$ cat src/rac_pkg.sv
// Constants and register map of the alarm, calibration and pulse-output block
package rac_pkg;

    // ==========================================================
    // Bus and register map
    localparam int          ADDR_W          = 8;
    localparam int          DATA_W          = 32;
    localparam logic [7:0]  OFF_ALARM_HIGH  = 8'h20;
    localparam logic [7:0]  OFF_ALARM_LOW   = 8'h24;
    localparam logic [7:0]  OFF_CAL_OUT     = 8'h2C;
    localparam logic [7:0]  OFF_IRQ_STATUS  = 8'h30;
    localparam logic [7:0]  OFF_IRQ_CLEAR   = 8'h34;
    localparam logic [7:0]  OFF_IRQ_ENABLE  = 8'h38;
    localparam logic [7:0]  OFF_TIME_COUNT  = 8'h3C;

    // ==========================================================
    // Field layout
    localparam int          HALF_W          = 16;
    localparam int          CAL_W           = 7;
    localparam int          CCO_BIT         = 7;
    localparam int          ENA_BIT         = 8;
    localparam int          SEL_BIT         = 9;
    localparam int          CAL_REG_W       = 10;
    localparam int          EVT_W           = 2;
    localparam int          EVT_ALARM       = 0;
    localparam int          EVT_SECOND      = 1;

    // ==========================================================
    // Reset values
    localparam logic [15:0] ALARM_HALF_RST  = 16'hFFFF;
    localparam logic [9:0]  CAL_REG_RST     = 10'h000;
    localparam logic [31:0] COUNT_RST       = 32'h0000_0000;
    localparam logic [1:0]  EVT_RST         = 2'h0;

    // ==========================================================
    // Calibration window and output divider
    localparam int          WIN_W           = 20;
    localparam int          DIV_W           = 6;
    localparam logic [19:0] WIN_RST         = 20'h0_0000;
    localparam logic [5:0]  DIV_RST         = 6'h00;

endpackage : rac_pkg

$ cat src/rac_alarm_cal.sv
// Alarm compare, calibration pulse dropping and RTC pin output behind APB
`timescale 1ns/1ps
`default_nettype none

module rac_alarm_cal
    import rac_pkg::*;
(
    // Clock and resets
    input  wire logic                pclk,
    input  wire logic                presetn,
    input  wire logic                bd_resetn,
    // APB slave
    input  wire logic                psel,
    input  wire logic                penable,
    input  wire logic                pwrite,
    input  wire logic [ADDR_W-1:0]   paddr,
    input  wire logic [DATA_W-1:0]   pwdata,
    output var  logic [DATA_W-1:0]   prdata,
    output logic                     pready,
    output logic                     pslverr,
    // Alarm unlock flag and timebase inputs
    input  wire logic                config_unlock_flag,
    input  wire logic                tick_clock,
    input  wire logic                rtc_clk_en,
    // Outputs
    output var  logic                rtc_clk_cal_en,
    output var  logic                alarm_pulse,
    output var  logic                rtc_out,
    output logic                     irq
);

    // ==========================================================
    // Address decode
    function automatic logic hit(input logic [ADDR_W-1:0] a, input logic [ADDR_W-1:0] off);
        hit = (a == off);
    endfunction : hit

    logic [HALF_W-1:0]      alarm_high_word;
    logic [HALF_W-1:0]      alarm_low_word;
    logic [CAL_REG_W-1:0]   calibration_and_pulse_output;
    logic [EVT_W-1:0]       irq_status;
    logic [EVT_W-1:0]       irq_enable;
    logic [DATA_W-1:0]      time_count;
    logic [WIN_W-1:0]       win_cnt;
    logic [DIV_W-1:0]       div_cnt;

    wire                    access    = psel & penable;
    wire                    wr_en     = access & pwrite;
    wire                    setup_rd  = psel & ~penable & ~pwrite;
    wire                    sel_hi    = hit(paddr, OFF_ALARM_HIGH);
    wire                    sel_lo    = hit(paddr, OFF_ALARM_LOW);
    wire                    sel_cal   = hit(paddr, OFF_CAL_OUT);
    wire                    sel_st    = hit(paddr, OFF_IRQ_STATUS);
    wire                    sel_clr   = hit(paddr, OFF_IRQ_CLEAR);
    wire                    sel_en    = hit(paddr, OFF_IRQ_ENABLE);
    wire                    sel_cnt   = hit(paddr, OFF_TIME_COUNT);
    wire                    addr_ok   = sel_hi | sel_lo | sel_cal | sel_st | sel_clr
                                        | sel_en | sel_cnt;

    // Locked alarm writes complete normally but store nothing
    wire                    wr_hi     = wr_en & sel_hi & config_unlock_flag;
    wire                    wr_lo     = wr_en & sel_lo & config_unlock_flag;
    wire                    wr_cal    = wr_en & sel_cal;
    wire                    wr_clr    = wr_en & sel_clr;
    wire                    wr_en_reg = wr_en & sel_en;

    assign pready  = 1'b1;
    assign pslverr = access & ~addr_ok;

    // ==========================================================
    // Read data, captured in the setup cycle for zero wait states
    wire [DATA_W-1:0]       alarm_value = {alarm_high_word, alarm_low_word};
    wire [DATA_W-1:0]       rd_mux =
        sel_hi  ? {{(DATA_W-HALF_W){1'b0}}, alarm_high_word} :
        sel_lo  ? {{(DATA_W-HALF_W){1'b0}}, alarm_low_word} :
        sel_cal ? {{(DATA_W-CAL_REG_W){1'b0}}, calibration_and_pulse_output} :
        sel_st  ? {{(DATA_W-EVT_W){1'b0}}, irq_status} :
        sel_en  ? {{(DATA_W-EVT_W){1'b0}}, irq_enable} :
        sel_cnt ? time_count :
        {DATA_W{1'b0}};

    always_ff @(posedge pclk or negedge presetn)
    begin
        if (!presetn)
            prdata <= {DATA_W{1'b0}};
        else if (setup_rd)
            prdata <= rd_mux;
    end

    // ==========================================================
    // Alarm halves, all ones out of reset
    always_ff @(posedge pclk or negedge presetn)
    begin
        if (!presetn)
        begin
            alarm_high_word <= ALARM_HALF_RST;
            alarm_low_word  <= ALARM_HALF_RST;
        end
        else
        begin
            if (wr_hi)
                alarm_high_word <= pwdata[HALF_W-1:0];
            if (wr_lo)
                alarm_low_word  <= pwdata[HALF_W-1:0];
        end
    end

    // ==========================================================
    // Calibration register lives on the backup-domain reset only
    always_ff @(posedge pclk or negedge bd_resetn)
    begin
        if (!bd_resetn)
            calibration_and_pulse_output <= CAL_REG_RST;
        else if (wr_cal)
            calibration_and_pulse_output <= pwdata[CAL_REG_W-1:0];
    end

    wire [CAL_W-1:0]        cal_value           = calibration_and_pulse_output[CAL_W-1:0];
    wire                    cal_clock_output    = calibration_and_pulse_output[CCO_BIT];
    wire                    pulse_output_enable = calibration_and_pulse_output[ENA_BIT];
    wire                    pulse_output_select = calibration_and_pulse_output[SEL_BIT];

    // ==========================================================
    // Time counter and alarm compare
    wire [DATA_W-1:0]       next_time_count = time_count + 32'h0000_0001;
    wire                    match           = tick_clock & (next_time_count == alarm_value);

    always_ff @(posedge pclk or negedge presetn)
    begin
        if (!presetn)
        begin
            time_count  <= COUNT_RST;
            alarm_pulse <= 1'b0;
        end
        else
        begin
            if (tick_clock)
                time_count <= next_time_count;
            alarm_pulse <= match;
        end
    end

    // ==========================================================
    // Calibration: the first cal_value pulses of each window are swallowed
    // Window counts raw pulses, so the drop count is exact per 2^20
    wire                    drop_pulse = (win_cnt < {{(WIN_W-CAL_W){1'b0}}, cal_value});

    always_ff @(posedge pclk or negedge presetn)
    begin
        if (!presetn)
        begin
            win_cnt        <= WIN_RST;
            rtc_clk_cal_en <= 1'b0;
        end
        else
        begin
            if (rtc_clk_en)
                win_cnt <= win_cnt + 20'h0_0001;
            rtc_clk_cal_en <= rtc_clk_en & ~drop_pulse;
        end
    end

    // Divide-by-64 of the calibrated clock, bit 5 is a 50 percent square wave
    always_ff @(posedge pclk or negedge presetn)
    begin
        if (!presetn)
            div_cnt <= DIV_RST;
        else if (rtc_clk_cal_en)
            div_cnt <= div_cnt + 6'h01;
    end

    // ==========================================================
    // Pin selection; pulse output takes priority over clock output
    wire                    pulse_src = pulse_output_select ? tick_clock : alarm_pulse;
    wire                    next_rtc_out =
        pulse_output_enable ? pulse_src :
        cal_clock_output    ? div_cnt[DIV_W-1] :
        1'b0;

    always_ff @(posedge pclk or negedge presetn)
    begin
        if (!presetn)
            rtc_out <= 1'b0;
        else
            rtc_out <= next_rtc_out;
    end

    // ==========================================================
    // Interrupt status: set wins over a clear in the same cycle
    wire [EVT_W-1:0]        evt_set = {tick_clock, alarm_pulse};
    wire [EVT_W-1:0]        evt_clr = wr_clr ? pwdata[EVT_W-1:0] : EVT_RST;

    always_ff @(posedge pclk or negedge presetn)
    begin
        if (!presetn)
        begin
            irq_status <= EVT_RST;
            irq_enable <= EVT_RST;
        end
        else
        begin
            irq_status <= (irq_status & ~evt_clr) | evt_set;
            if (wr_en_reg)
                irq_enable <= pwdata[EVT_W-1:0];
        end
    end

    assign irq = |(irq_status & irq_enable);
endmodule : rac_alarm_cal

`default_nettype wire

$ cat config.mk
export PLATFORM = sky130hd
export DESIGN_NAME = rac_alarm_cal
export DESIGN_NICKNAME = d
export VERILOG_FILES = /design/src/rac_pkg.sv /design/src/rac_alarm_cal.sv
export SDC_FILE = /design/constraint.sdc
export NUM_CORES = 1
export LEC_CHECK = 0
export BUFFER_PORTS_ARGS = -buffer_cell sky130_fd_sc_hd__buf_2
export CAP_MARGIN = 20
export CELL_PAD_IN_SITES_DETAIL_PLACEMENT = 1
export CELL_PAD_IN_SITES_GLOBAL_PLACEMENT = 2
export CORE_MARGIN = 5
export CORE_UTILIZATION = 30
export CTS_CLUSTER_DIAMETER = 60
export DETAILED_ROUTE_END_ITERATION = 16
export MAX_ROUTING_LAYER = met4
export PLACE_DENSITY = 0.73
export SLEW_MARGIN = 20
export SYNTH_ARGS = -nofsm -noshare
export SYNTH_HDL_FRONTEND = slang
export SYNTH_SLANG_ARGS = --single-unit
export TNS_END_PERCENT = 10
$ cat constraint.sdc
create_clock -name pclk -period 4.3 [get_ports pclk]
set_input_delay 0.43 -clock pclk [delete_from_list [all_inputs] [get_ports pclk]]
set_output_delay 0.43 -clock pclk [all_outputs]
set_load 0.02 [all_outputs]
### After elaboration in Yosys (flattened, before gate mapping)

Cells that the tools add are included.

| word-level totals | value |
|---|---|
| bits in registers | 139 |
| memories | 0 |
| bits of input ports | 49 |
| bits in read-only memories | 0 |
| latch bits | 0 |
| output and inout port bits | 38 |
| word-level logic and storage cells | 63 |
| RAM bits | 0 |

| cells by class | value |
|---|---|
| divide/modulo/power cells | 0 |
| reduce and logical (&&, ||, !) cells | 1 |
| bitwise logic cells | 28 |
| $mul | 0 |
| eq/ne operators | 8 |
| add/subtract/negate cells | 3 |
| shift operators | 0 |
| magnitude comparators | 1 |
| mux-type cells | 10 |

Operators with widths:

| cell | count |
|---|---|
| $mux 32 | 6 |
| $eq 8x6->1 const B | 7 |
| $add 32x1->32 const B | 1 |
| $eq 32x32->1 | 1 |
| $add 20x1->20 const B | 1 |
| $lt 20x7->1 | 1 |
| $and 1x1->1 | 14 |
| $add 6x1->6 const B | 1 |
| $or 1x1->1 | 6 |
| $and 2x2->2 | 2 |
| $not 1->1 | 4 |
| $mux 1 | 3 |
| $mux 2 | 1 |
| $not 2->2 | 1 |
| $or 2x2->2 | 1 |
| $reduce_or 2->1 | 1 |

### Logic depth before layout (Yosys ltp)

Gate-level depths: netlist of run 1.

| depth | value |
|---|---|
| depth after elaboration | 9 |
| depth in mapped cells | 10 |
| gate-level depth less buffers | 8 |

### Worst setup path before layout of run 1

OpenSTA, ideal clock, no wires.

| path | value |
|---|---|
| path kind | input -> register |
| from | input port paddr[0] |
| to | register alarm_low_word[10] |
| path buffers | 3 |
| arrival | 2277 ps |
| stages | 9 |
| path slack | 1938 ps |
| required time | 4215 ps |
| library setup time | 85 ps |
| cell sequence | nand2b_1 or4_1 buf_2 nor3b_2 and2b_1 and3_1 buf_4 buf_6 mux2_1 |

| between the ends | value |
|---|---|
| word-level cells in the longest chain between the ends | 3 |

RTL lines:

| element | line | RTL |
|---|---|---|
| from (decl) | rac_alarm_cal.sv:16 | `input wire logic [ADDR_W-1:0] paddr,` |
| $eq 8x6->1 | rac_alarm_cal.sv:35 | `hit = (a == off);` |
| $and 1x1->1 (2 in series) | rac_alarm_cal.sv:62 | `wire wr_lo = wr_en & sel_lo & config_unlock_flag;` |
| to (signal assigned) | rac_alarm_cal.sv:104 | `alarm_low_word <= pwdata[HALF_W-1:0];` |
| to (decl) | rac_alarm_cal.sv:39 | `logic [HALF_W-1:0] alarm_low_word;` |

Every way passes these cells.
A chain may end at the register's enable or synchronous reset.

### Worst setup path after layout of run 1

| path | value |
|---|---|
| from | register time_count[0] |
| to | register alarm_pulse |

| between the ends | value |
|---|---|
| word-level cells in the longest chain between the ends | 3 |

RTL lines:

| element | line | RTL |
|---|---|---|
| from (decl) | rac_alarm_cal.sv:43 | `logic [DATA_W-1:0] time_count;` |
| from (signal assigned) | rac_alarm_cal.sv:138 | `time_count <= next_time_count;` |
| $add 32x1->32 | rac_alarm_cal.sv:125 | `wire [DATA_W-1:0] next_time_count = time_count + 32'h0000_0001;` |
| $eq 32x32->1 | rac_alarm_cal.sv:126 | `wire match = tick_clock & (next_time_count == alarm_value);` |
| $and 1x1->1 | rac_alarm_cal.sv:126 |  |
| net match | rac_alarm_cal.sv:126 |  |
| to (signal assigned) | rac_alarm_cal.sv:139 | `alarm_pulse <= match;` |
| to (decl) | rac_alarm_cal.sv:27 | `output var logic alarm_pulse,` |

The timed path passes the listed nets, and every way through them passes these cells.

==> results of run 1 <==
-- cell type report --
type | count | area [µm²]
Fill cell | 2754 | 15700
Clock inverter | 15 | 189
Inverter | 13 | 48.8
Clock buffer | 17 | 425
Sequential cell | 139 | 3520
Tap cell | 324 | 405
Timing Repair Buffer | 79 | 429
Multi-Input combinational cell | 511 | 3590
-- metrics by stage --
step	power, mW	worst slack, ps	utilization (%)
after detailed placement	1.97	1240	32.8
after global routing	3.68	975	35.4
after floorplan	1.82	1940	-
after CTS	3.54	1310	35.4
final	3.49	1300	35.4
after global placement	1.96	1250	32.8
-- kinds of logic after synthesis --
kind of cell / after synthesis
other cells: 1
simple gates: 265
compound gates: 101
buf+inv: 63
flops: 139
xor+xnor: 91
fa+ha+maj: 9
mux: 44
-- cells in the mapped netlist, types with 5 or more instances --
master    count
a22oi_1       9
nor3_1        9
nor2_1       29
xnor2_1      62
o21ai_0      22
dfrtp_1     107
a21oi_1       8
and3_1       12
nor4_1        8
and4_1        9
nand4_1      21
nand3_1      44
and2_1        6
buf_6         5
a222oi_1      5
mux2_2       31
buf_2        16
a22o_1        9
nand2_1      92
a31oi_1      14
xor2_1       29
dfstp_2      32
buf_4         5
nor3b_1       5
mux2_1       11
ha_1          9
clkbuf_1     22
inv_1        13
-- sequential cells by signal, summed over array words and instances, names as in the netlist --
name	flops
alarm_high_word	16
alarm_low_word	16
alarm_pulse	1
calibration_and_pulse_output	10
div_cnt	6
irq_enable	2
irq_status	2
prdata	32
rtc_clk_cal_en	1
rtc_out	1
time_count	32
win_cnt	20
-- path summary, 6_finish.rpt --
| check | start | endpoint | slack (ps) | depth (start not counted) |
|---|---|---|---|---|
| worst max-delay path | time_count[0] | alarm_pulse | 1300 | 8 |
| worst min-delay path | presetn | prdata[15] | 9 | 1 |
| worst max register to register | time_count[0] | alarm_pulse | 1300 | 8 |
| worst min register to register | prdata[21] | prdata[21] | 460 | 2 |
| max in group asynchronous | presetn | alarm_low_word[6] | 3310 | 2 |
| min in group pclk | pwdata[12] | alarm_low_word[12] | 240 | 2 |
-- power groups by stage --
stage / Clock (mW) / Sequential (mW) / Combinational (mW)
after detailed placement: 0 / 1.56 / 0.410
after global routing: 1.67 / 1.56 / 0.457
after CTS: 1.59 / 1.54 / 0.414
after floorplan: 0 / 1.51 / 0.305
final: 1.55 / 1.54 / 0.404
after global placement: 0 / 1.56 / 0.401
-- routing by layer --
layer,vias to the layer above,GRT usage [%],routed length [µm]
met1,2785,21.0,9820
met2,96,24.8,9980
met5,-,-,0
met4,0,3.66,221
met3,14,2.78,627
li1,2635,-,-
==> flow_metrics.py, run 1 <==
metrics = {
    "sta": {
        "drv_slew": 0,
        "hold_slack_ps": 9.45,
        "timing.final.hold_violations": 0,
        "period_needed_ps": 3000,
        "tns_ps": 0,
        "skew_ps": 11.8,
        "clock.fmax_mhz": 333,
        "min_period_over_period_pct": 69.7,
        "slew_headroom_pct": 36.0,
        "setup_violations": 0,
        "worst_pin_slew_ps": 953,
        "rsz0062_at_grt": "false",
    },
    "run_status": {
        "outcome": "finished clean",
    },
    "power_and_ir_drop": {
        "clockPowerShare_pct": 44.4,
        "internal-power_mw": 2.52,
        "p_sw_mw": 0.977,
        "worst_ir_drop_vdd_mv": 0.215,
        "p_per_area_nw_per_um2": 406,
        "p_leak_nw": 3.82,
        "p_seq_share_pct": 44.0,
        "switching_share_pct": 28.0,
        "pwr-share-comb_pct": 11.6,
    },
    "global_route": {
        "grt_pass1_wl_um": 33800,
        "grt_max_degree": 66,
        "grtUsageTotal_pct": 15.7,
        "antenna_found_initial": 0,
        "grt.overflow.total": 0,
        "first_global_vias": 5963,
    },
    "synthesis": {
        "async_flop_share_pct": 100,
        "yosysWarnings": 0,
        "ys.flop_type": "dfrtp_1",
        "syn_area_um2": 7400,
        "ys_types": 72,
        "synthSimpleGateAreaFrac_pct": 19.4,
        "syn_inst": 713,
        "synth_compound_area_share_pct": 9.85,
        "synthMuxAreaShare_pct": 6.66,
        "seq_area_frac_synth_pct": 47.5,
        "synth-edff-count": 0,
        "yosys.area.top_type": "dfrtp_1",
        "syn_nets": 771,
        "synthXorXnorAreaFrac_pct": 10.8,
        "synth-adder-area-share_pct": 1.52,
        "synth.top_cell.area_share_pct": 36.2,
        "synth-seq-cells": 139,
        "ys_top_cells_by_area": "dfrtp_1 (36%), dfstp_2 (11%), xnor2_1 (7.3%), mux2_2 (4.7%), nand2_1 (4.7%)",
        "avgSynthCellArea_um2": 10.4,
        "synth_top_family_by_area": "simple AND/OR/NAND/NOR gates",
    },
    "critical_path": {
        "cp.arrival_ps": 3310,
        "crit_top_cell": "nand4_1",
        "worstPathRequired_ps": 4620,
        "path_cells": "ha_1 -> and4_1 -> nand4_1 -> nor4_1 -> xnor2_1 -> a211oi_1 -> nand4_1 -> nor4_2",
        "start_kind": "register",
        "endpoint_kind": "register",
        "slowest_stage": "dfrtp_1",
        "path_delay_family": "simple AND/OR/NAND/NOR gates",
        "critPathKind": "reg -> reg",
        "cp_max_fo": 9,
        "max_stage_delay_ps": 500,
        "crit_buf_inv": 0,
    },
    "cells_and_area": {
        "areaGrowthSynthToFinish_pct": 16.2,
        "n_antenna_cell": 0,
        "nets": 819,
        "finish.instance_area_um2": 8600,
        "layout_commonest_cell": "dfrtp_1",
        "layout.cells.non_filler": 1098,
        "drive_gt1_share_pct": 24.8,
        "layout_common_cells": "dfrtp_1 (107), nand2_1 (92), buf_2 (68), xnor2_1 (62), nand3_1 (44)",
    },
    "routing": {
        "first_iter_violations": 329,
        "dr.pass1.iters": 5,
        "wirelength_um": 20600,
        "drc_errors": 0,
        "vias": 5530,
        "routedWlPerCell_um": 18.8,
        "viasPerCell": 5.04,
        "drtAntennaViolNets": 0,
    },
    "cts": {
        "ctsHoldBuffers": 1,
        "cts_setup_buffers": 0,
        "cts_tree": "done",
        "cts-resized-gates": 0,
        "clk_path_buf_depth": 2,
        "worstSkewPairLatency_ps": 430,
        "cts.reportedPaths.clkPinSlew_ps": 70,
        "cts_htree_levels": 4,
        "cts_buffers": 17,
        "cts_root_buffer": "clkbuf_16",
        "clock_sinks": 139,
    },
    "job": {
        "drv_cap": 0,
    },
    "place": {
        "placed_area_um2": 7980,
        "place_hpwl_um": 14900,
        "dp.cells": 1065,
        "port_buffers": 69,
        "routabilityCongestion": 0.892,
    },
    "floorplanning": {
        "start_util_pct": 30.4,
        "pin_count": 87,
        "die_w_um": 167,
        "die_h_um": 167,
        "row_count": 57,
        "core_um2": 24300,
        "fp.dieArea_um2": 27900,
    },
    "min_path": {
        "min_path_type": "in -> async",
    },
}
Note: power is estimated with default switching activity, not from simulation.
==> run 2: changes to the inputs <==
clock period = 2.9 ns   (was 4.3 ns; I/O delays follow)
==> run 2 against run 1 <==
  * Global-route usage fell by 0.34 points
  * Final cell count grew 1.2%
  * Sequential cell count did not move
  * Total power grew 45%
  * Clock skew down 4.9 ps
  * Combinational power grew 55%
  * Register-to-register slack worse by 990 ps
  * Setup slack worse by 990 ps
  * First-iteration DRC count is 1.8% lower
  * Via count increased by 0.31%
  * Highest routed layer unchanged
  * Die area unchanged
  * Sequential share of layout area decreased by 0.30 points
==> flow_metrics.py, run 2 (synthesis results as in run 1) <==
metrics = {
    "sta": {
        "min_period_over_period_pct": 89.3,
        "setup_violations": 0,
        "rsz0062_at_grt": "false",
        "slew_headroom_pct": 44.8,
        "drv_slew": 0,
        "worst_pin_slew_ps": 828,
        "tns_ps": 0,
        "clock.fmax_mhz": 386,
        "period_needed_ps": 2590,
        "timing.final.hold_violations": 0,
        "skew_ps": 6.87,
        "hold_slack_ps": 106,
    },
    "cts": {
        "cts_buffers": 17,
        "cts_tree": "done",
        "worstSkewPairLatency_ps": 420,
        "cts-resized-gates": 0,
        "cts_htree_levels": 4,
        "clock_sinks": 139,
        "cts.reportedPaths.clkPinSlew_ps": 60,
        "cts_root_buffer": "clkbuf_16",
        "clk_path_buf_depth": 2,
    },
    "routing": {
        "routedWlPerCell_um": 18.4,
        "drc_errors": 0,
        "drtAntennaViolNets": 0,
        "dr.pass1.iters": 4,
        "vias": 5547,
        "wirelength_um": 20500,
        "first_iter_violations": 323,
        "viasPerCell": 4.99,
    },
    "floorplanning": {
        "die_h_um": 167,
        "start_util_pct": 30.4,
        "core_um2": 24300,
        "fp.dieArea_um2": 27900,
        "pin_count": 87,
        "row_count": 57,
        "die_w_um": 167,
    },
    "critical_path": {
        "start_kind": "register",
        "cp.arrival_ps": 2920,
        "max_stage_delay_ps": 480,
        "r2r_slack_ps": 310,
        "path_cells": "ha_1 -> and4_1 -> nand4_1 -> nor3_2 -> xnor2_1 -> a211oi_1 -> nand4_1 -> nor4_2",
        "rr_startpoint": "time_count[0]",
        "endpoint_kind": "register",
        "slowest_stage": "dfrtp_1",
        "cp_max_fo": 7,
        "critPathKind": "reg -> reg",
        "crit_top_cell": "nand4_1",
        "r2r_cells": 8,
        "reg2reg_to": "alarm_pulse",
        "worstPathRequired_ps": 3230,
    },
    "place": {
        "placed_area_um2": 8060,
        "dp.cells": 1077,
        "port_buffers": 69,
        "routabilityCongestion": 0.869,
        "place_hpwl_um": 15200,
    },
    "run_status": {
        "outcome": "finished clean",
    },
    "cells_and_area": {
        "layout.cells.non_filler": 1111,
        "layout_commonest_cell": "dfrtp_1",
        "drive_gt1_share_pct": 25.9,
        "largestRegisters": "prdata: 32 flops, time_count: 32 flops, win_cnt: 20 flops",
        "finish.instance_area_um2": 8660,
        "nets": 832,
        "n_antenna_cell": 0,
        "layout_common_cells": "dfrtp_1 (107), nand2_1 (92), buf_2 (68), xnor2_1 (62), nand3_1 (44)",
        "areaGrowthSynthToFinish_pct": 17.0,
        "nFillCells": 2748,
    },
    "min_path": {
        "hold_depth": 2,
        "min_path_type": "in -> reg",
        "worstHoldEndpoint": "alarm_low_word[14]",
        "hp-start": "pwdata[14]",
    },
    "global_route": {
        "grt.overflow.total": 0,
        "antenna_found_initial": 0,
        "first_global_vias": 5908,
        "grt_max_degree": 86,
        "grt_pass1_wl_um": 33000,
        "grtUsageTotal_pct": 15.3,
    },
    "power_and_ir_drop": {
        "p_leak_nw": 3.88,
        "power.total_mw": 5.07,
        "p_per_area_nw_per_um2": 585,
        "worst_ir_drop_vdd_mv": 0.343,
    },
    "job": {
        "drv_cap": 0,
    },
}
## run 2: metrics by stage
step / setup WS (ps) / utilization, %
6_report: 311 / 35.6
3_5_place_dp: 311 / 33.1
3_3_place_gp: 340 / 33.1
4_1_cts: 291 / 35.6
5_1_grt: 96.0 / 35.6
2_1_floorplan: 594 / -
## run 2: what timing repair did
item | in CTS | in global routing
hold buffers | 2 | 0
hold endpoints to repair | 61 | 0
setup endpoints to repair | 0 | 0
buffers inserted | 0 | 0
## run 2: how the worst max path moves through the flow
stage	from	end	slack, ps	cells past startpoint
floorplan	time_count[0]	alarm_pulse	590	8
global placement	time_count[0]	alarm_pulse	340	7
detailed placement	time_count[0]	alarm_pulse	310	8
CTS	time_count[0]	alarm_pulse	290	8
global route	time_count[0]	alarm_pulse	100	8
finish	time_count[0]	alarm_pulse	310	8
## run 2: per-layer routing
metal	wire length, µm	global-route usage [%]	vias to the layer above
li1	-	-	2666
met1	9570	20.2	2782
met2	10000	24.9	87
met3	723	3.02	12
met4	145	2.81	0
met5	0	-	-
## run 2: area by class of cell
class / count / area, µm² / area share, %
Inverter: 13 / 48.8 / 0.563
Sequential cell: 139 / 3520 / 40.6
Clock buffer: 18 / 439 / 5.07
Tap cell: 324 / 405 / 4.68
Timing Repair Buffer: 92 / 529 / 6.11
Clock inverter: 14 / 146 / 1.69
Multi-Input combinational cell: 511 / 3580 / 41.3
## run 2: power breakdown
part           total (mW)  leakage (nW)  switching (mW)  internal [mW]
combinational       0.628          1.86           0.331          0.297
sequential           2.26          1.74           0.186           2.08
clock                2.18         0.282           0.887           1.29
## run 2: critical path, delay by kind of cell, from the launching register on
family | cells | cell delay (ps)
AND/OR/NAND/NOR | 5 | 1370
XOR/XNOR | 1 | 110
AO/OA/AOI/OAI | 1 | 230
adder cells (fa/ha/maj) | 1 | 300
flip-flops | 1 | 480
